--- config.mk ---
export PLATFORM = sky130hd
export DESIGN_NAME = fld_command_data_interface
export DESIGN_NICKNAME = d
export VERILOG_FILES = /design/src/fld_pkg.sv /design/src/fld_command_data_interface.sv /design/src/fld_decoder.sv
export SDC_FILE = /design/constraint.sdc
export NUM_CORES = 1
export LEC_CHECK = 0
export ABC_AREA = 1
export BUFFER_PORTS_ARGS = -buffer_cell sky130_fd_sc_hd__buf_2
export CAP_MARGIN = 20
export CORE_MARGIN = 2
export CORE_UTILIZATION = 30
export CTS_BUF_LIST = sky130_fd_sc_hd__clkbuf_4 sky130_fd_sc_hd__clkbuf_8
export CTS_CLUSTER_DIAMETER = 120
export CTS_CLUSTER_SIZE = 24
export DETAILED_ROUTE_END_ITERATION = 6
export PLACE_DENSITY = 0.58
export SLEW_MARGIN = 20
export SYNTH_ARGS = -nofsm -noshare
export SYNTH_HDL_FRONTEND = slang
export SYNTH_SLANG_ARGS = --single-unit
export TNS_END_PERCENT = 5
--- constraint.sdc ---
create_clock -name core_clk -period 1.9 [get_ports core_clk]
set_input_delay 0.38 -clock core_clk [delete_from_list [all_inputs] [get_ports core_clk]]
set_output_delay 0.38 -clock core_clk [all_outputs]
set_load 0.02 [all_outputs]
--- src/fld_pkg.sv ---
// Purpose: Shared constants for the forward link command dispatch block.
// Assumes: 48-bit messages arrive as a serial bit stream with a bit strobe.
// Notes:   Field layout and code values are local choices; sync word is a parameter.
package fld_pkg;

  localparam int MSG_W           = 48;
  localparam int SPC_W           = 16;
  localparam int SCI_W           = 27;
  localparam int DISC_N          = 256;
  localparam int DISC_INT_N      = 18;
  localparam int CNT_W           = 6;

  // Message field layout, high bit first on the wire.
  localparam int ADDR_MSB        = 47;
  localparam int ADDR_LSB        = 40;
  localparam int ROUTE_MSB       = 39;
  localparam int ROUTE_LSB       = 38;
  localparam int OPC_MSB         = 37;
  localparam int OPC_LSB         = 35;
  localparam int POLY_MSB        = 7;
  localparam int POLY_LSB        = 0;
  localparam int DISC_MSB        = 15;
  localparam int DISC_LSB        = 8;
  localparam int DST_MSB         = 33;
  localparam int DST_LSB         = 32;
  localparam int SPCW_MSB        = 23;
  localparam int SPCW_LSB        = 8;
  localparam int SCIW_MSB        = 34;
  localparam int SCIW_LSB        = 8;

  // Address and sync pattern are arbitrary local values.
  localparam logic [7:0]  SC_ADDR    = 8'hA5;
  localparam logic [31:0] SYNC_WORD  = 32'hEB90_1ACF;

  // Route field codes.
  localparam logic [1:0] RT_SPC_SER  = 2'h0;
  localparam logic [1:0] RT_SPC_DISC = 2'h1;
  localparam logic [1:0] RT_SCI      = 2'h2;
  localparam logic [1:0] RT_DEC      = 2'h3;

  // Decoder opcodes.
  localparam logic [2:0] OP_CFG      = 3'h0;
  localparam logic [2:0] OP_REC      = 3'h1;
  localparam logic [2:0] OP_RTC      = 3'h2;
  localparam logic [2:0] OP_BLK      = 3'h3;

  // Special serial destinations.
  localparam logic [1:0] DST_XPDR    = 2'h0;
  localparam logic [1:0] DST_ARRAY   = 2'h1;
  localparam logic [1:0] DST_SAFE    = 2'h2;

  localparam logic [7:0] DISC_PWR_OFF = 8'h11;

  typedef enum logic [1:0] {
    MODE_NORMAL = 2'b00,
    MODE_BYPASS = 2'b01,
    MODE_DIAG   = 2'b10
  } fld_mode_type;

endpackage

--- src/fld_command_data_interface.sv ---
// Purpose: Forward link command path: sync hunt, message receive, check, dispatch.
// Assumes: link_bit and link_bit_stb are synchronous to another clock; strobe lasts >= 2 cycles per bit edge.
// Notes:   Serial outputs are parallel words with a strobe; a line serialiser sits outside.
// Function
// - Accept 48-bit forward link messages from the transponder.
// - Check spacecraft address and polycode; only passing messages continue.
// - Each valid message goes to exactly one path.
// - Special commands run locally as 16-bit serial or discrete commands.
// - Provide 256 discrete outputs, 18 used inside the hub.
// - Special serial commands go to transponder, array drive, safe-mode electronics.
// - Science handler commands leave as 27-bit words.
// - Decoder decodes opcode and acts only on valid messages.
// - Decoder separates config, recorder, real-time and computer block messages.
// - Normal mode: real-time commands go under flight computer control.
// - Bypass mode: real-time commands go straight to unit interface module.
// - Either redundant interface can power off the other on ground command.
// - Diagnostic mode routes real-time commands like bypass mode.
module fld_command_data_interface (
  input  wire logic                   core_clk,
  input  wire logic                   rst_n,
  input  wire logic                   link_bit,
  input  wire logic                   link_bit_stb,
  input  wire fld_pkg::fld_mode_type  mode,
  output logic                        spc_ser_vld,
  output logic [1:0]                  spc_ser_dst,
  output logic [15:0]                 spc_ser_word,
  output logic [255:0]                disc_pulse,
  output logic                        peer_power_off,
  output logic                        sci_vld,
  output logic [26:0]                 sci_word,
  output logic                        cfg_vld,
  output logic                        rec_vld,
  output logic                        rtc_cpu_vld,
  output logic                        rtc_unit_vld,
  output logic                        blk_vld,
  output logic [47:0]                 dec_msg,
  output logic                        in_sync,
  output logic                        msg_reject,
  output logic                        bad_opcode
);

  typedef enum logic [1:0] {
    ST_HUNT  = 2'b00,
    ST_RECV  = 2'b01,
    ST_CHECK = 2'b10
  } fld_state_type;

  //////////////////////////////////////////////////////////////////////////////
  // Pin synchronisers: the bit and strobe come from the transponder's domain.
  logic [1:0] bit_s_r, stb_s_r;
  logic       stb_d_r;
  logic       stb_rise;

  always_ff @(posedge core_clk) begin
    if (!rst_n) begin
      bit_s_r <= 2'b00;
      stb_s_r <= 2'b00;
      stb_d_r <= 1'b0;
    end else begin
      bit_s_r <= {bit_s_r[0], link_bit};
      stb_s_r <= {stb_s_r[0], link_bit_stb};
      stb_d_r <= stb_s_r[1];
    end
  end

  // Only the second stage feeds the edge detector.
  assign stb_rise = stb_s_r[1] && !stb_d_r;

  //////////////////////////////////////////////////////////////////////////////
  // Receive state: shift register and bit counter.
  fld_state_type st_r, st_nxt;
  logic [47:0]   sh_r, sh_nxt;
  logic [5:0]    cnt_r, cnt_nxt;
  logic [7:0]    poly;
  logic          msg_ok;

  // Simple XOR-fold check over the five bytes above the polycode field, address included, stands in for the polycode.
  function automatic logic [7:0] poly_calc(input logic [47:0] m);
    logic [7:0] p;
    p = 8'h00;
    for (int i = 1; i < 6; i++) begin
      p = p ^ m[i*8 +: 8];
    end
    return p;
  endfunction

  assign poly   = poly_calc(sh_r);
  // Both checks must pass before anything other than msg_reject is emitted.
  assign msg_ok = (sh_r[fld_pkg::ADDR_MSB:fld_pkg::ADDR_LSB] == fld_pkg::SC_ADDR) &&
                  (sh_r[fld_pkg::POLY_MSB:fld_pkg::POLY_LSB] == poly);

  // Sync hunt, then counted message reception; stays in sync for later messages.
  always_comb begin
    st_nxt  = st_r;
    sh_nxt  = sh_r;
    cnt_nxt = cnt_r;
    unique case (st_r)
      ST_HUNT: begin
        if (stb_rise) begin
          sh_nxt = {sh_r[46:0], bit_s_r[1]};
          if ({sh_r[30:0], bit_s_r[1]} == fld_pkg::SYNC_WORD) begin
            st_nxt  = ST_RECV;
            cnt_nxt = 6'h00;
          end
        end
      end
      ST_RECV: begin
        if (stb_rise) begin
          sh_nxt  = {sh_r[46:0], bit_s_r[1]};
          cnt_nxt = 6'(cnt_r + 6'h01);
          if (cnt_r == 6'(fld_pkg::MSG_W - 1)) begin
            st_nxt = ST_CHECK;
          end
        end
      end
      ST_CHECK: begin
        st_nxt  = ST_RECV;
        cnt_nxt = 6'h00;
      end
    endcase
  end

  always_ff @(posedge core_clk) begin
    if (!rst_n) begin
      st_r  <= ST_HUNT;
      sh_r  <= 48'h0;
      cnt_r <= 6'h00;
    end else begin
      st_r  <= st_nxt;
      sh_r  <= sh_nxt;
      cnt_r <= cnt_nxt;
    end
  end

  //////////////////////////////////////////////////////////////////////////////
  // Dispatch: one pulse-wide output per checked message.
  logic         chk;
  logic         ser_r, ser_nxt, sci_r, sci_nxt, fwd, rej_r, rej_nxt, pwr_r, pwr_nxt;
  logic [1:0]   dst_r, dst_nxt;
  logic [15:0]  sw_r, sw_nxt;
  logic [26:0]  sciw_r, sciw_nxt;
  logic [255:0] disc_r, disc_nxt;
  logic [7:0]   disc_idx;
  logic [1:0]   route;

  assign chk     = (st_r == ST_CHECK);
  assign route   = sh_r[fld_pkg::ROUTE_MSB:fld_pkg::ROUTE_LSB];
  assign disc_idx = sh_r[fld_pkg::DISC_MSB:fld_pkg::DISC_LSB];
  // Only this one path is pushed into the decoder.
  assign fwd     = chk && msg_ok && (route == fld_pkg::RT_DEC);

  always_comb begin
    ser_nxt  = 1'b0;
    sci_nxt  = 1'b0;
    rej_nxt  = 1'b0;
    pwr_nxt  = pwr_r;
    disc_nxt = '0;
    dst_nxt  = dst_r;
    sw_nxt   = sw_r;
    sciw_nxt = sciw_r;
    if (chk) begin
      if (!msg_ok) begin
        rej_nxt = 1'b1;
      end else begin
        unique case (route)
          fld_pkg::RT_SPC_SER: begin
            ser_nxt = 1'b1;
            dst_nxt = sh_r[fld_pkg::DST_MSB:fld_pkg::DST_LSB];
            sw_nxt  = sh_r[fld_pkg::SPCW_MSB:fld_pkg::SPCW_LSB];
          end
          fld_pkg::RT_SPC_DISC: begin
            disc_nxt[disc_idx] = 1'b1;
            // Latched so the other interface stays off after the pulse.
            if (disc_idx == fld_pkg::DISC_PWR_OFF) begin
              pwr_nxt = 1'b1;
            end
          end
          fld_pkg::RT_SCI: begin
            sci_nxt  = 1'b1;
            sciw_nxt = sh_r[fld_pkg::SCIW_MSB:fld_pkg::SCIW_LSB];
          end
          fld_pkg::RT_DEC: ;
        endcase
      end
    end
  end

  always_ff @(posedge core_clk) begin
    if (!rst_n) begin
      ser_r  <= 1'b0;
      sci_r  <= 1'b0;
      rej_r  <= 1'b0;
      pwr_r  <= 1'b0;
      disc_r <= '0;
      dst_r  <= 2'h0;
      sw_r   <= 16'h0000;
      sciw_r <= 27'h0000000;
    end else begin
      ser_r  <= ser_nxt;
      sci_r  <= sci_nxt;
      rej_r  <= rej_nxt;
      pwr_r  <= pwr_nxt;
      disc_r <= disc_nxt;
      dst_r  <= dst_nxt;
      sw_r   <= sw_nxt;
      sciw_r <= sciw_nxt;
    end
  end

  fld_decoder u_dec (
    .core_clk     (core_clk),
    .rst_n        (rst_n),
    .msg_vld      (fwd),
    .msg          (sh_r),
    .mode         (mode),
    .cfg_vld      (cfg_vld),
    .rec_vld      (rec_vld),
    .rtc_cpu_vld  (rtc_cpu_vld),
    .rtc_unit_vld (rtc_unit_vld),
    .blk_vld      (blk_vld),
    .bad_opc      (bad_opcode),
    .dec_msg      (dec_msg)
  );

  assign spc_ser_vld    = ser_r;
  assign spc_ser_dst    = dst_r;
  assign spc_ser_word   = sw_r;
  assign disc_pulse     = disc_r;
  assign peer_power_off = pwr_r;
  assign sci_vld        = sci_r;
  assign sci_word       = sciw_r;
  assign in_sync        = (st_r != ST_HUNT);
  assign msg_reject     = rej_r;

endmodule

--- src/fld_decoder.sv ---
// Purpose: Command decoder stage: classify forwarded messages by opcode.
// Assumes: Input strobe comes from the interface stage on the same clock.
// Notes:   Unknown opcodes are dropped and flagged as invalid on bad_opc.
module fld_decoder (
  input  wire logic                   core_clk,
  input  wire logic                   rst_n,
  input  wire logic                   msg_vld,
  input  wire logic [47:0]            msg,
  input  wire fld_pkg::fld_mode_type  mode,
  output logic                        cfg_vld,
  output logic                        rec_vld,
  output logic                        rtc_cpu_vld,
  output logic                        rtc_unit_vld,
  output logic                        blk_vld,
  output logic                        bad_opc,
  output logic [47:0]                 dec_msg
);

  logic        cfg_r, rec_r, rcpu_r, runit_r, blk_r, bad_r;
  logic        cfg_nxt, rec_nxt, rcpu_nxt, runit_nxt, blk_nxt, bad_nxt;
  logic [47:0] msg_r, msg_nxt;
  logic        direct;

  // Bypass and diagnostic both send real-time commands straight out.
  assign direct = (mode == fld_pkg::MODE_BYPASS) || (mode == fld_pkg::MODE_DIAG);

  // Opcode decode; one class strobe, or bad_opc for an unknown opcode, per valid message.
  always_comb begin
    cfg_nxt   = 1'b0;
    rec_nxt   = 1'b0;
    rcpu_nxt  = 1'b0;
    runit_nxt = 1'b0;
    blk_nxt   = 1'b0;
    bad_nxt   = 1'b0;
    msg_nxt   = msg_r;
    if (msg_vld) begin
      msg_nxt = msg;
      unique case (msg[fld_pkg::OPC_MSB:fld_pkg::OPC_LSB])
        fld_pkg::OP_CFG: cfg_nxt = 1'b1;
        fld_pkg::OP_REC: rec_nxt = 1'b1;
        fld_pkg::OP_RTC: begin
          runit_nxt = direct;
          rcpu_nxt  = !direct;
        end
        fld_pkg::OP_BLK: blk_nxt = 1'b1;
        default:         bad_nxt = 1'b1;
      endcase
    end
  end

  // Output registers.
  always_ff @(posedge core_clk) begin
    if (!rst_n) begin
      cfg_r   <= 1'b0;
      rec_r   <= 1'b0;
      rcpu_r  <= 1'b0;
      runit_r <= 1'b0;
      blk_r   <= 1'b0;
      bad_r   <= 1'b0;
      msg_r   <= 48'h0;
    end else begin
      cfg_r   <= cfg_nxt;
      rec_r   <= rec_nxt;
      rcpu_r  <= rcpu_nxt;
      runit_r <= runit_nxt;
      blk_r   <= blk_nxt;
      bad_r   <= bad_nxt;
      msg_r   <= msg_nxt;
    end
  end

  assign cfg_vld      = cfg_r;
  assign rec_vld      = rec_r;
  assign rtc_cpu_vld  = rcpu_r;
  assign rtc_unit_vld = runit_r;
  assign blk_vld      = blk_r;
  assign bad_opc      = bad_r;
  assign dec_msg      = msg_r;

endmodule

==> Word level (Yosys, flattened, before mapping) <==
Cells that the tools add are included.
{ "word_totals": {"register_bits": 420, "output_inout_bits": 360} }
{ "op_classes": {"add_sub_neg": 1, "order_cmp": 2, "eq_ne": 19, "muxes": 18, "bitwise": 4, "n_reduce_logical": 25} }
{ "ops": {"columns": ["op", "count"], "rows": [
  ["$eq A32 B32 Y1 const B", 1],
  ["$xor A8 B8 Y8", 4],
  ["$mux W6", 3],
  ["$pmux W6 S3", 1],
  ["$reduce_and A3 Y1", 5],
  ["$reduce_and A4 Y1", 3],
  ["$lt A8 B9 Y1 const B", 1],
  ["$demux W1 S8", 1],
  ["$eq A2 B2 Y1 const B", 4],
  ["$eq A8 B5 Y1 const B", 1],
  ["$eq A8 B8 Y1", 1],
  ["$eq A8 B8 Y1 const B", 1],
  ["$ge A8 B1 Y1 const B", 1],
  ["$mux W1", 8],
  ["$mux W2", 4],
  ["$ne A2 B2 Y1 const B", 4],
  ["$add A6 B1 Y6 const B", 1],
  ["$eq A2 B1 Y1 const B", 3],
  ["$eq A3 B2 Y1 const B", 2],
  ["$eq A6 B6 Y1 const B", 1],
  ["$pmux W2 S3", 1],
  ["$reduce_and A2 Y1", 3],
  ["$logic_and A1 B1 Y1", 5],
  ["$logic_not A2 Y1", 2],
  ["7 further kinds", 8]
]} }

==> Depth between registers and ports, before layout <==
Gate-level depths: netlist of run 1.
{ "depth": {"depth_word": 9, "mapped_depth": 18} }

==> Cells and area by module <==
A second synthesis of run 1 with hierarchy kept.
{ "unflattened": {"cells_unflattened": 1597, "area_unflattened_um2": 13630.6} }
{ "modules_own_cells": {"columns": ["module", "n_inst", "cells_per_inst", "area_each_um2"], "rows": [
  ["fld_command_data_interface", 1, 1363, 11782.6],
  ["fld_decoder", 1, 234, 1848.0]
]} }

==> Worst setup path before layout of run 1 <==
OpenSTA, ideal clock, no wires.
{ "synth_timing": {"kind": "register to register", "start": "reg sh_r[11]", "end": "reg disc_r[29] (netlist: disc_pulse[29])", "setup_time_ns": 0.065, "t_arrival_ns": 1.943, "required_time_ns": 1.835, "setup_slack_ns": -0.109, "stages_incl_launch_ff": 13, "n_path_buf": 3, "cell_sequence": "dfxtp_1 > buf_4 > xor2_1 > nand3_1 > nand3_1 > nand2_1 > nor2_1 > nand3_1 > nor3_4 > buf_12 > nand2_2 > buf_2 > nor2_1"} }
{ "synth_via": {"elab_chain_cells": 7, "word_cells_on_any_way": 12, "cone_classes": "2 x order compare; 1 x eq/ne; 2 x mux; 4 x bitwise; 3 x reduce/logical"} }
{ "synth_rtl": {"columns": ["item", "line_no", "rtl"], "rows": [
  ["from (decl)", "fld_command_data_interface.sv:72", "logic [47:0] sh_r, sh_nxt;"],
  ["from (signal assigned)", "fld_command_data_interface.sv:130", "sh_r <= sh_nxt;"],
  ["parallel branches: the longest is 7 deep, another holds $lt A8 B9 Y1", null, null],
  ["to (signal assigned)", "fld_command_data_interface.sv:203", "disc_r <= disc_nxt;"],
  ["to (decl)", "fld_command_data_interface.sv:142", "logic [255:0] disc_r, disc_nxt;"]
]} }
Several ways; the timed one is not identified.
A chain may end at the register's enable or synchronous reset.

==> Worst setup path in the final report of run 1 <==
{ "layout_timing": {"start": "reg sh_r[12]", "end": "reg disc_r[255] (netlist: disc_pulse[255])"} }
Same word-level chain as after synthesis.

==> run summary, run 1 <==
RUN STATUS
--------------------------------------------------------------------------------
Result of the run                                                   complete, but fails checks
Failing checks                                                      setup timing

SETUP PATH
--------------------------------------------------------------------------------
Most frequent CP cell                                               sky130_fd_sc_hd__buf_12
Max stage delay on crit path                                             0.42 ns
Critical path class                                                   reg -> reg
Worst setup SP type                                                         flop
Critical path cell sequence                                         xor2_4 -> nand3_2 -> nand3_2 -> nand2_1 -> inv_1 -> nand2_1 -> nor2_2 -> inv_2 -> nor3_4 -> buf_12 -> buf_12 -> buf_12 -> nand3_4 -> nor2_1
Reg2Reg Launch Point                                                    sh_r[12]
Data arrival time of the critical path                                   2.75 ns
Largest delay contributor family on the critical path               simple AND/OR/NAND/NOR gates
Reg2Reg Setup Slack                                                     -0.34 ns
Setup crit end kind                                                         flop
Critical path buffer and inverter count                                        5
Slowest cell on crit path                                           sky130_fd_sc_hd__dfxtp_4
Critical Path Start                                                     sh_r[12]
Worst EP required                                                        2.42 ns
Peak fanout along the critical path                                            8
Number of cells traversed by the worst register-to-register path              14
Worst R2R End                                                       disc_pulse[255]
Cell depth of the worst setup path                                            14

STA
--------------------------------------------------------------------------------
Setup repair after global routing missed its margin                         true
Setup violations, final                                                      361
Post-Route Skew                                                        0.0444 ns
Headroom to the max-slew limit                                             73.3%
Final-report hold violation count                                              0
Peak clock frequency supported by timing                               0.447 GHz
Period utilization                                                          118%
Max-slew violation count                                                       0
Final critical delay including setup and external delays                 2.24 ns
Worst-Margin Slew                                                       0.401 ns
Crit path setup slack, layout                                          -0.336 ns
Hold_ws                                                                0.0606 ns

FLOORPLANNING
--------------------------------------------------------------------------------
Core ar.                                                               44000 µm²
Total I/O pin count                                                          366
Row Count                                                                     77
Width of the chip                                                         215 µm
Die footprint                                                          46000 µm²
Starting density of the core                                               30.2%
Vert. Die Dim                                                             215 µm

SYNTH
--------------------------------------------------------------------------------
Yosys top cell area share                                                  63.2%
Share of synthesized registers carrying an async set or reset                 0%
Dominant combinational cell family by area after synthesis          simple AND/OR/NAND/NOR gates
Mapped Area                                                            13300 µm²
Post-synthesis simple-gate area fraction                                   23.0%
Syn Nets                                                                    1543
Flip-flop and latch count after synthesis                                    420
Mux share of post-synthesis cell area                                         0%
Most common cell in the synthesized netlist                         sky130_fd_sc_hd__dfxtp_1
Adder-cell share of the synthesized area                                 0.0940%
Commonest cells in the synthesized netlist                          420 x sky130_fd_sc_hd__dfxtp_1, 385 x sky130_fd_sc_hd__nor2_1, 231 x sky130_fd_sc_hd__nand2_1
Fraction of the yosys area taken by sequential cells                       63.2%
Top area cells in the synthesized netlist                           sky130_fd_sc_hd__dfxtp_1 63%, sky130_fd_sc_hd__nor2_1 11%, sky130_fd_sc_hd__nand2_1 6.5%, sky130_fd_sc_hd__inv_1 3.7%, sky130_fd_sc_hd__o21ai_0 3.3%
Warnings, synthesis                                                            0
Primary FF master, synth                                            sky130_fd_sc_hd__dfxtp_1
Library cell with the largest summed area after synthesis           sky130_fd_sc_hd__dfxtp_1
Count of distinct cell types in the synthesized netlist                       32
Number of instances in the synthesized netlist                              1536
Share of the synthesized netlist area taken by xor and xnor gates         0.790%
Synth Area in Compound Gates                                               5.81%
Mapped Avg Cell Area                                                    8.66 µm²
Number of enable flip-flop cells after synthesis                               0

CLOCK NETWORK
--------------------------------------------------------------------------------
Total clock sinks                                                            420
H-tree depth                                                                   1
Clock tree from TritonCTS                                                    yes
CTS Root Cell                                                       sky130_fd_sc_hd__clkbuf_8
Maximum number of buffers from clock root to sink                              3
Clock-pin slew on the worst setup and hold paths                         0.15 ns
Number of CTS-inserted buffers                                                21
Insertion delay to the later sink of the worst-skew pair                 0.62 ns

DRT
--------------------------------------------------------------------------------
Antenna-violating nets left                                                    0
Met1 routed wirelength after detailed routing                           18700 µm
Top routing layer in use                                                    met4
Final routed DRC violation total                                               0
Overall routed net length                                               43700 µm
DRC marker count from the first detailed-route iteration                     557
Total via count after detailed routing                                     11300
Drt wl/cell                                                              16.9 µm
Met2 Routed Length                                                      21100 µm
Detailed-routed wire length on met3                                      3300 µm
Via-to-Cell Ratio                                                           4.36
Router iterations before antenna repair                                        5

PWR
--------------------------------------------------------------------------------
Power density over cell area                                          758 nW/µm²
Static power due to leakage                                              8.36 nW
Sum of internal, switching and leakage power                             13.4 mW
Maximum VDD drop                                                        0.441 mV

LAYOUT
--------------------------------------------------------------------------------
Layout cell share with drive strength beyond 1                             34.9%
Layout Area Growth over Synthesis                                          32.7%
Final #Nets                                                                 1998
Count of antenna diodes in the layout                                          0
Core occupancy in the finished layout                                      40.1%
Finished layout cell area                                              17600 µm²

PLACEMENT
--------------------------------------------------------------------------------
PortBufs                                                                     365
Dpl ws                                                                 -0.583 ns
Post-DP Area                                                           16600 µm²
Detailed placer's ending HPWL                                           31300 µm
Last weighted congestion value of the routability-driven placer            0.836

GLOBAL ROUTING
--------------------------------------------------------------------------------
Maximum number of pins on one net before global-route repair                  92
First-pass GRT wire length                                              64100 µm
Global-route congestion overflow total                                         0
Antenna violations before repair                                               0
Total global routing track utilization                                     18.0%
Number of global-route vias before repair                                  10500

HOLD PATH
--------------------------------------------------------------------------------
Type of the most critical hold path                                    in -> reg
Startpoint of the worst hold path                                        mode[0]
Min-Delay Path Depth                                                           3
Worst Hold End                                                      u_dec.rtc_unit_vld

RUN
--------------------------------------------------------------------------------
Max-cap viol count                                                             0

==> how the worst max path moves through the flow <==
stage,endpoint,slack [ns]
floorplan,disc_pulse[141],-0.09
global placement,disc_pulse[255],-0.59
detailed placement,disc_pulse[252],-0.58
CTS,disc_pulse[255],-0.32
global route,disc_pulse[139],-0.49
finish,disc_pulse[255],-0.34
==> stage by stage <==
stage | setup TNS (ns) | std cells
after global placement | -160.30 | 2540
after global routing | -142.42 | 2583
final | -84.79 | 2583
after detailed placement | -163.10 | 2540
after floorplan | -15.02 | 1536
after CTS | -77.22 | 2576
==> kinds of logic after synthesis <==
family | count (synthesis)
flip-flops | 420
buffers and inverters | 219
AND/OR/NAND/NOR | 733
AO/OA/AOI/OAI | 151
XOR/XNOR | 12
adder cells (fa/ha/maj) | 1
==> worst min-delay path, delay by kind of cell <==
kind	cells	cell delay (ns)
buffers and inverters	1	0.08
xor gates and xnor gates	1	0.07
and+or+nand+nor	1	0.09
==> area by class of cell <==
cell class | count | area (µm²)
inverter | 135 | 507
sequential | 420 | 8460
tap | 592 | 741
clock buffer | 22 | 303
clock inverter | 1 | 11.3
multi-input combinational | 903 | 4440
fill | 4483 | 26400
timing repair buffer | 510 | 3190
==> repair_timing <==
| item | in CTS | in global routing |
|---|---|---|
| buffers inserted | 7 | 3 |
| setup endpoints to repair | 368 | 368 |
| hold buffers | 2 | 0 |
| gates resized for setup | 76 | 93 |
| pin swaps | 16 | 16 |
| cloned | 4 | 4 |
| endpoints found under the hold margin | 2 | 0 |
==> registers in the layout, indices dropped and copies added (netlist names), 2 cells and up <==
signal,cells
u_dec.dec_msg,48
sh_r,48
spc_ser_dst,2
spc_ser_word,16
disc_pulse,256
bit_s_r,2
cnt_r,6
st_r,2
sci_word,27
stb_s_r,2
==> layer usage <==
layer  track usage, %  up-vias
met5                0        -
met4             3.87        0
met3             4.87       45
met2             31.5      351
met1             22.2     5240
li1                 -     5620
==> layout by cell type, fill, tap and decap left out, types with 2 or more instances in the layout <==
master / Yosys / layout
sky130_fd_sc_hd__dfxtp_1: 420 / 392
sky130_fd_sc_hd__buf_2: 15 / 364
sky130_fd_sc_hd__nor2_1: 385 / 329
sky130_fd_sc_hd__nand2_1: 231 / 209
sky130_fd_sc_hd__inv_1: 130 / 124
sky130_fd_sc_hd__buf_4: 5 / 120
sky130_fd_sc_hd__o21ai_0: 88 / 75
sky130_fd_sc_hd__nand3_1: 80 / 64
sky130_fd_sc_hd__nor2_2: 2 / 55
sky130_fd_sc_hd__a21oi_1: 54 / 53
sky130_fd_sc_hd__dfxtp_2: 0 / 23
sky130_fd_sc_hd__clkbuf_8: 0 / 22
sky130_fd_sc_hd__nand2_2: 1 / 21
sky130_fd_sc_hd__nand3_2: 2 / 17
sky130_fd_sc_hd__buf_12: 1 / 17
sky130_fd_sc_hd__nand3_4: 9 / 16
sky130_fd_sc_hd__o21ai_1: 2 / 15
sky130_fd_sc_hd__inv_2: 5 / 11
sky130_fd_sc_hd__nand4_1: 10 / 10
sky130_fd_sc_hd__xor2_1: 9 / 5
sky130_fd_sc_hd__buf_6: 9 / 5
sky130_fd_sc_hd__dfxtp_4: 0 / 5
sky130_fd_sc_hd__o21a_1: 4 / 4
sky130_fd_sc_hd__nor3_1: 5 / 4
sky130_fd_sc_hd__nor2_4: 0 / 3
sky130_fd_sc_hd__xor2_2: 0 / 3
sky130_fd_sc_hd__nand3b_1: 3 / 3
sky130_fd_sc_hd__xnor2_2: 0 / 2
sky130_fd_sc_hd__nand2_4: 0 / 2
sky130_fd_sc_hd__nor4_1: 3 / 2
sky130_fd_sc_hd__dlygate4sd3_1: 0 / 2
==> report_power, final <==
group,switching (mW),internal (mW),leakage (nW)
Combinational,0.496,0.283,4.80
Sequential,0.0589,8.86,3.40
Clock,2.60,1.07,0.164
Total,3.16,10.2,8.36
Power figures use the tool's default switching activity.
==> run 2: changes to the inputs <==
--- a/config.mk
+++ b/config.mk
@@ -14,6 +14,7 @@
 export CTS_CLUSTER_DIAMETER = 120
 export CTS_CLUSTER_SIZE = 24
 export DETAILED_ROUTE_END_ITERATION = 6
+export HOLD_SLACK_MARGIN = 0.12
 export PLACE_DENSITY = 0.58
 export SLEW_MARGIN = 20
 export SYNTH_ARGS = -nofsm -noshare
==> constraint.sdc (replaced) <==
create_clock -name core_clk -period 1.85 [get_ports core_clk]
set_input_delay 0.37 -clock core_clk [delete_from_list [all_inputs] [get_ports core_clk]]
set_output_delay 0.37 -clock core_clk [all_outputs]
set_load 0.02 [all_outputs]
==> run 2 against run 1 <==
The flow still finishes with violations (setup timing). Clock-buffer cell count down 1. First-iteration DRC count increased by 37%. Sequential share of layout area down 0.95 points. Final cell count up 0.15%. Power increased by 3.1%. Via count fell by 0.40%. Design area is 2.0% higher. Non-clock buffer count rose by 4. Die area unchanged. Critical path depth is 3 higher. Clock skew decreased by 0.0086 ns. Wire length is 1.4% higher. Critical path type unchanged. Largest power group unchanged.
==> run summary, run 2 (synthesis results as in run 1) <==
DRT
-------------------------------------------------------------------------------
Final routed DRC violation total                                              0
Antenna-violating nets left                                                   0
Router iterations before antenna repair                                       4
DRC marker count from the first detailed-route iteration                    761
Drt wl/cell                                                             17.1 µm
Overall routed net length                                              44300 µm
Via-to-Cell Ratio                                                          4.33
Total via count after detailed routing                                    11200

HOLD PATH
-------------------------------------------------------------------------------
Min-Delay Path Depth                                                          4
Type of the most critical hold path                                   in -> reg

SETUP PATH
-------------------------------------------------------------------------------
Number of cells traversed by the worst register-to-register path             17
Worst setup SP type                                                        flop
Data arrival time of the critical path                                  2.77 ns
Critical path class                                                  reg -> reg
Worst EP required                                                       2.37 ns
Peak fanout along the critical path                                           8
Setup crit end kind                                                        flop

STA
-------------------------------------------------------------------------------
Setup violations, final                                                     365
Final-report hold violation count                                             0
Peak clock frequency supported by timing                              0.445 GHz
Max-slew violation count                                                      0
Period utilization                                                         121%
Headroom to the max-slew limit                                            75.8%
Crit path setup slack, layout                                         -0.395 ns
Post-Route Skew                                                       0.0359 ns
Final critical delay including setup and external delays                2.24 ns
Setup repair after global routing missed its margin                        true
Worst-Margin Slew                                                      0.363 ns

CLOCK NETWORK
-------------------------------------------------------------------------------
Maximum number of buffers from clock root to sink                             3
CTS Root Cell                                                      sky130_fd_sc_hd__clkbuf_8
H-tree depth                                                                  1
Number of CTS-inserted buffers                                               21
Insertion delay to the later sink of the worst-skew pair                0.61 ns
Clock tree from TritonCTS                                                   yes
Clock-pin slew on the worst setup and hold paths                        0.14 ns
Total clock sinks                                                           420

LAYOUT
-------------------------------------------------------------------------------
Number of fill cells in the layout                                         4479
Layout cell share with drive strength beyond 1                            37.6%
Finished layout cell area                                             18000 µm²
Leading cell type in the layout, fill and taps excluded            sky130_fd_sc_hd__dfxtp_1
Most frequent cells in the layout                                  391 x sky130_fd_sc_hd__dfxtp_1, 364 x sky130_fd_sc_hd__buf_2, 312 x sky130_fd_sc_hd__nor2_1
Final #Nets                                                                2003
Max reg flops                                                               256
Fin cells                                                                  2587
Count of antenna diodes in the layout                                         0
Layout Area Growth over Synthesis                                         35.4%

PLACEMENT
-------------------------------------------------------------------------------
Detailed placer's ending HPWL                                          31200 µm
Post-DP Area                                                          16700 µm²
Last weighted congestion value of the routability-driven placer           0.852
PortBufs                                                                    365
Instance count after placement with tap cells included                     2544

PWR
-------------------------------------------------------------------------------
Static power due to leakage                                             8.43 nW
Power density over cell area                                         765 nW/µm²
Maximum VDD drop                                                       0.422 mV
Sum of internal, switching and leakage power                            13.8 mW

FLOORPLANNING
-------------------------------------------------------------------------------
Row Count                                                                    77
Starting density of the core                                              30.2%
Die footprint                                                         46000 µm²
Vert. Die Dim                                                            215 µm
Core ar.                                                              44000 µm²
Width of the chip                                                        215 µm
Total I/O pin count                                                         366

RUN STATUS
-------------------------------------------------------------------------------
Result of the run                                                  complete, but fails checks
Failing checks                                                     setup timing

GLOBAL ROUTING
-------------------------------------------------------------------------------
Global-route congestion overflow total                                        0
Number of global-route vias before repair                                 10600
First-pass GRT wire length                                             65500 µm
Antenna violations before repair                                              0
Maximum number of pins on one net before global-route repair                 70
Total global routing track utilization                                    18.5%

RUN
-------------------------------------------------------------------------------
Max-cap viol count                                                            0

## run 2: changes by cell type in the layout (fill, tap and decap cells not counted), moves of 12 or more
cell and change:
sky130_fd_sc_hd__nand3_1 -15, sky130_fd_sc_hd__nand3_2 +12, sky130_fd_sc_hd__nor2_1 -17, sky130_fd_sc_hd__nor2_2 +14, sky130_fd_sc_hd__o21ai_0 -24, sky130_fd_sc_hd__o21ai_1 +14
## run 2: final cells by class
cell class	count	area (µm²)	area share, %
Sequential cell	420	8460	47.0
Multi-Input combinational cell	904	4720	26.2
Timing Repair Buffer	514	3280	18.2
Tap cell	592	741	4.11
Inverter	135	509	2.83
Clock buffer	21	289	1.60
Clock inverter	1	16.3	0.0903
## run 2: per-stage QoR
stage                     hold WS [ns]  util, %  setup slack, ns  TNS [ns]
after floorplan                  0.390        -           -0.144    -27.92
after global placement           0.400     37.8           -0.572   -166.14
after detailed placement         0.401     37.8           -0.595   -168.32
after CTS                        0.219     39.1           -0.394   -106.05
after global routing             0.263     40.9           -0.511   -136.52
final                            0.283     40.9           -0.395    -89.49
## run 2: path summary, 6_finish.rpt
path / end / start / slack, ns
max: disc_pulse[219] / sh_r[35] / -0.39
min: sci_word[23] / rst_n / 0.28
max reg2reg: disc_pulse[219] / sh_r[35] / -0.39
min reg2reg: stb_s_r[1] / stb_s_r[0] / 0.43
## run 2: metal layers
metal / track usage, % / share of wire [%] / vias to the layer above
met1: 23.1 / 43 / 5163
met3: 4.67 / 7.5 / 45
met4: 4.47 / 2.0 / 0
met5: 0 / 0 / -
li1: - / - / 5641
met2: 31.8 / 48 / 362
## run 2: worst max-delay path: stages, from the launching register on
cell	delay (ns)
sky130_fd_sc_hd__dfxtp_2	0.38
sky130_fd_sc_hd__inv_2	0.04
sky130_fd_sc_hd__nand2_2	0.08
sky130_fd_sc_hd__nand2_2	0.05
sky130_fd_sc_hd__nand2_2	0.10
sky130_fd_sc_hd__nand2_1	0.06
sky130_fd_sc_hd__nand2_1	0.08
sky130_fd_sc_hd__nand2_1	0.06
sky130_fd_sc_hd__nand2_1	0.06
sky130_fd_sc_hd__nand3_2	0.09
sky130_fd_sc_hd__nor2_4	0.15
sky130_fd_sc_hd__inv_4	0.06
sky130_fd_sc_hd__nor3_4	0.16
sky130_fd_sc_hd__buf_6	0.15
sky130_fd_sc_hd__buf_12	0.12
sky130_fd_sc_hd__buf_12	0.15
sky130_fd_sc_hd__nand3_4	0.18
sky130_fd_sc_hd__nor2_1	0.16
## run 2: what timing repair did
action | 4_1_cts | 5_1_grt
pin swaps | 1 | 26
hold buffers | 4 | 0
cloned | 7 | 4
endpoints found under the setup margin | 368 | 368
endpoints found under the hold margin | 4 | 0
setup buffers | 0 | 6
gates resized for setup | 37 | 237
## run 2: power by group
| group | internal [mW] | leakage (nW) | switching, mW | total (mW) |
|---|---|---|---|---|
| clock network | 1.06 | 0.158 | 2.73 | 3.79 |
| logic | 0.288 | 4.87 | 0.546 | 0.834 |
| registers | 9.10 | 3.40 | 0.0599 | 9.16 |
| total | 10.4 | 8.43 | 3.34 | 13.8 |
==> run 3: changes to the inputs <==
--- a/config.mk
+++ b/config.mk
@@ -5,7 +5,6 @@
 export SDC_FILE = /design/constraint.sdc
 export NUM_CORES = 1
 export LEC_CHECK = 0
-export ABC_AREA = 1
 export BUFFER_PORTS_ARGS = -buffer_cell sky130_fd_sc_hd__buf_2
 export CAP_MARGIN = 20
 export CORE_MARGIN = 2
==> run 3 against run 2 <==
The flow still finishes with violations (setup timing). Critical path depth is 8 lower. Sequential power is 1% lower. Clock skew is 0.0047 ns lower. Core utilization is 1.6 points lower. Wire length is 7.1% lower. Non-clock buffer count is 7 lower. Worst hold slack worse by 0.089 ns. Global-route usage is 2.5 points lower. Area after synthesis is 5.4% higher. Critical path type unchanged. Largest power group unchanged. Highest routed layer unchanged.
==> run summary, run 3 <==
SYNTH
------------------------------------------------------------------------------
Syn Nets                                                                  1362
Fraction of the yosys area taken by sequential cells                     60.0%
Number of enable flip-flop cells after synthesis                             0
Commonest cells in the synthesized netlist                        420 x sky130_fd_sc_hd__dfxtp_1, 290 x sky130_fd_sc_hd__nand2_1, 146 x sky130_fd_sc_hd__nor2_1
Number of instances in the synthesized netlist                            1355
Share of synthesized registers carrying an async set or reset               0%
Count of distinct cell types in the synthesized netlist                     53
Mapped Area                                                          14000 µm²
Library cell with the largest summed area after synthesis         sky130_fd_sc_hd__dfxtp_1
Warnings, synthesis                                                          0
Top area cells in the synthesized netlist                         sky130_fd_sc_hd__dfxtp_1 60%, sky130_fd_sc_hd__nor3_2 8.5%, sky130_fd_sc_hd__nand2_1 7.8%, sky130_fd_sc_hd__mux2i_1 5.9%, sky130_fd_sc_hd__nor2_1 3.9%
Primary FF master, synth                                          sky130_fd_sc_hd__dfxtp_1
Most common cell in the synthesized netlist                       sky130_fd_sc_hd__dfxtp_1
Yosys top cell area share                                                60.0%
Flip-flop and latch count after synthesis                                  420
Mapped Avg Cell Area                                                  10.3 µm²

CLOCK NETWORK
------------------------------------------------------------------------------
Clock tree from TritonCTS                                                  yes
Maximum number of buffers from clock root to sink                            3
CTS Root Cell                                                     sky130_fd_sc_hd__clkbuf_8
Clock-pin slew on the worst setup and hold paths                       0.16 ns
Total clock sinks                                                          420
H-tree depth                                                                 1
Insertion delay to the later sink of the worst-skew pair               0.62 ns
Number of CTS-inserted buffers                                              21

LAYOUT
------------------------------------------------------------------------------
Max reg flops                                                              256
Leading cell type in the layout, fill and taps excluded           sky130_fd_sc_hd__dfxtp_1
Layout Area Growth over Synthesis                                        30.1%
Most frequent cells in the layout                                 408 x sky130_fd_sc_hd__dfxtp_1, 363 x sky130_fd_sc_hd__buf_2, 289 x sky130_fd_sc_hd__nand2_1
Count of antenna diodes in the layout                                        0
Layout cell share with drive strength beyond 1                           40.2%
Fin cells                                                                 2398
Footprint of the flip-flops and latches                               8430 µm²
Number of fill cells in the layout                                        4538
Area of combinational cells with multiple inputs                      5480 µm²
Final #Nets                                                               1797

SETUP PATH
------------------------------------------------------------------------------
Slowest cell on crit path                                         sky130_fd_sc_hd__xnor3_2
Worst EP required                                                      2.38 ns
Most frequent CP cell                                             sky130_fd_sc_hd__buf_12
Data arrival time of the critical path                                 2.94 ns
Setup crit end kind                                                       flop
Critical path class                                                 reg -> reg
Max stage delay on crit path                                           0.48 ns
Worst setup SP type                                                       flop
Critical path cell sequence                                       xnor3_2 -> xnor2_4 -> a22o_1 -> nor3b_4 -> nand4b_1 -> buf_6 -> buf_12 -> buf_12 -> nor3_2
Peak fanout along the critical path                                         17

FLOORPLANNING
------------------------------------------------------------------------------
Total I/O pin count                                                        366
Vert. Die Dim                                                           220 µm
Row Count                                                                   79
Starting density of the core                                             30.3%
Die footprint                                                        48500 µm²
Width of the chip                                                       220 µm
Core ar.                                                             46400 µm²

GLOBAL ROUTING
------------------------------------------------------------------------------
Maximum number of pins on one net before global-route repair               142
Antenna violations before repair                                             0
Number of global-route vias before repair                                10200
First-pass GRT wire length                                            60100 µm
Total global routing track utilization                                   15.9%
Global-route congestion overflow total                                       0

STA
------------------------------------------------------------------------------
Max-slew violation count                                                     0
Final critical delay including setup and external delays               2.41 ns
Crit path setup slack, layout                                        -0.563 ns
Setup repair after global routing missed its margin                       true
Final sum of negative setup slack                                   -158.95 ns
Post-Route Skew                                                      0.0311 ns
Final-report hold violation count                                            0
Period utilization                                                        130%
Worst-Margin Slew                                                     0.719 ns
Headroom to the max-slew limit                                           52.0%
Setup violations, final                                                    368
Peak clock frequency supported by timing                             0.414 GHz

PLACEMENT
------------------------------------------------------------------------------
PortBufs                                                                   365
Detailed placer's ending HPWL                                         28900 µm
Last weighted congestion value of the routability-driven placer          0.815
Instance count after placement with tap cells included                    2360

DRT
------------------------------------------------------------------------------
Total via count after detailed routing                                   10700
DRC marker count from the first detailed-route iteration                   532
Antenna-violating nets left                                                  0
Drt wl/cell                                                            17.2 µm
Overall routed net length                                             41200 µm
Via-to-Cell Ratio                                                         4.46
Router iterations before antenna repair                                      4
Final routed DRC violation total                                             0

PWR
------------------------------------------------------------------------------
Maximum VDD drop                                                      0.501 mV
Clock group share of total power                                         29.1%
Combinational cell fraction of total power                                1.1%
Internal Dissipation                                                   10.2 mW
Power density over cell area                                        711 nW/µm²
Proportion of total power due to net switching                           21.6%
Power share of the sequential group                                      69.8%
Net switching power                                                    2.81 mW
Static power due to leakage                                            7.83 nW

RUN STATUS
------------------------------------------------------------------------------
Failing checks                                                    setup timing
Result of the run                                                 complete, but fails checks

RUN
------------------------------------------------------------------------------
Max-cap viol count                                                           0

HOLD PATH
------------------------------------------------------------------------------
Type of the most critical hold path                                  in -> reg

run 3: cell types whose count changed after synthesis, moves of 8 or more:
cell,delta
sky130_fd_sc_hd__nand2b_1,+8
sky130_fd_sc_hd__nand3_1,-73
sky130_fd_sc_hd__inv_1,-126
sky130_fd_sc_hd__nor3_1,+13
sky130_fd_sc_hd__nand2_1,+59
sky130_fd_sc_hd__o21ai_0,-84
sky130_fd_sc_hd__nand3_4,-9
sky130_fd_sc_hd__and2_1,+9
sky130_fd_sc_hd__xnor2_1,+10
sky130_fd_sc_hd__nor3_2,+119
sky130_fd_sc_hd__nor2_1,-239
sky130_fd_sc_hd__mux2i_1,+83
sky130_fd_sc_hd__clkbuf_1,+15
run 3: power by group through the flow:
stage	sequential [mW]	combinational [mW]	clock, mW
floorplan	9.25	0.0888	0
CTS	9.05	0.139	3.94
global placement	9.25	0.128	0
detailed placement	9.25	0.130	0
global route	9.06	0.155	4.21
finish	9.05	0.141	3.78
run 3: critical path, delay by kind of cell, from the launching register on:
family / cells / cell delay, ns
xor+xnor: 2 / 0.65
simple gates: 3 / 0.56
buf+inv: 3 / 0.48
flops: 1 / 0.36
compound gates: 1 / 0.26
run 3: worst paths after layout:
kind | start | end | slack, ns | cells after the start
setup reg to reg | sh_r[27] | disc_pulse[180] | -0.56 | 9
hold / removal | rst_n | cnt_r[1] | 0.19 | 4
setup / recovery | sh_r[27] | disc_pulse[180] | -0.56 | 9
hold reg to reg | peer_power_off | peer_power_off | 0.46 | 2
run 3: through the flow:
step	hold slack [ns]	setup WS [ns]	util, %	total power, mW	area, µm²
final	0.193	-0.563	39.3	13.0	18200
after global routing	0.180	-0.676	39.3	13.4	18200
after CTS	0.139	-0.554	38.6	13.1	17900
after detailed placement	0.428	-0.545	37.3	9.38	17300
after global placement	0.424	-0.540	37.3	9.38	17300
after floorplan	0.412	-0.332	-	9.34	14100
run 3: cells by family (layout without fill, tap and decap cells):
kind of cell / after synthesis / count (layout) / share of synthesized area (%)
AO/OA/AOI/OAI: 78 / 78 / 3.19
adder cells (fa/ha/maj): 1 / 1 / 0.0892
AND/OR/NAND/NOR: 644 / 644 / 24.5
multiplexers: 83 / 83 / 5.92
XOR/XNOR: 28 / 28 / 2.70
buffers and inverters: 101 / 537 / 3.68
flip-flops: 420 / 420 / 60.0
run 3: final cells by class:
class | instances | share of cell area (%)
Inverter | 6 | 0.130
Clock inverter | 2 | 0.0892
Sequential cell | 420 | 46.2
Clock buffer | 22 | 1.63
Tap cell | 607 | 4.16
Multi-Input combinational cell | 834 | 30.0
Timing Repair Buffer | 507 | 17.8
run 3: what timing repair did:
| item | 4_1_cts | 5_1_grt |
|---|---|---|
| hold endpoints to repair | 4 | 0 |
| hold buffers | 4 | 0 |
| pin swaps | 10 | 34 |
| gates cloned | 2 | 2 |
| buffers inserted | 2 | 4 |
| setup endpoints to repair | 368 | 368 |
| gates resized for setup | 42 | 55 |
run 3: layer usage:
| layer | track usage [%] | vias to the layer above | routed length, µm | part of all wire (%) |
|---|---|---|---|---|
| li1 | - | 5268 | - | - |
| met1 | 20.9 | 5070 | 18300 | 44 |
| met2 | 27.5 | 308 | 19900 | 48 |
| met3 | 2.32 | 44 | 2270 | 5.5 |
| met4 | 3.80 | 0 | 696 | 1.7 |
| met5 | 0 | - | 0 | 0 |
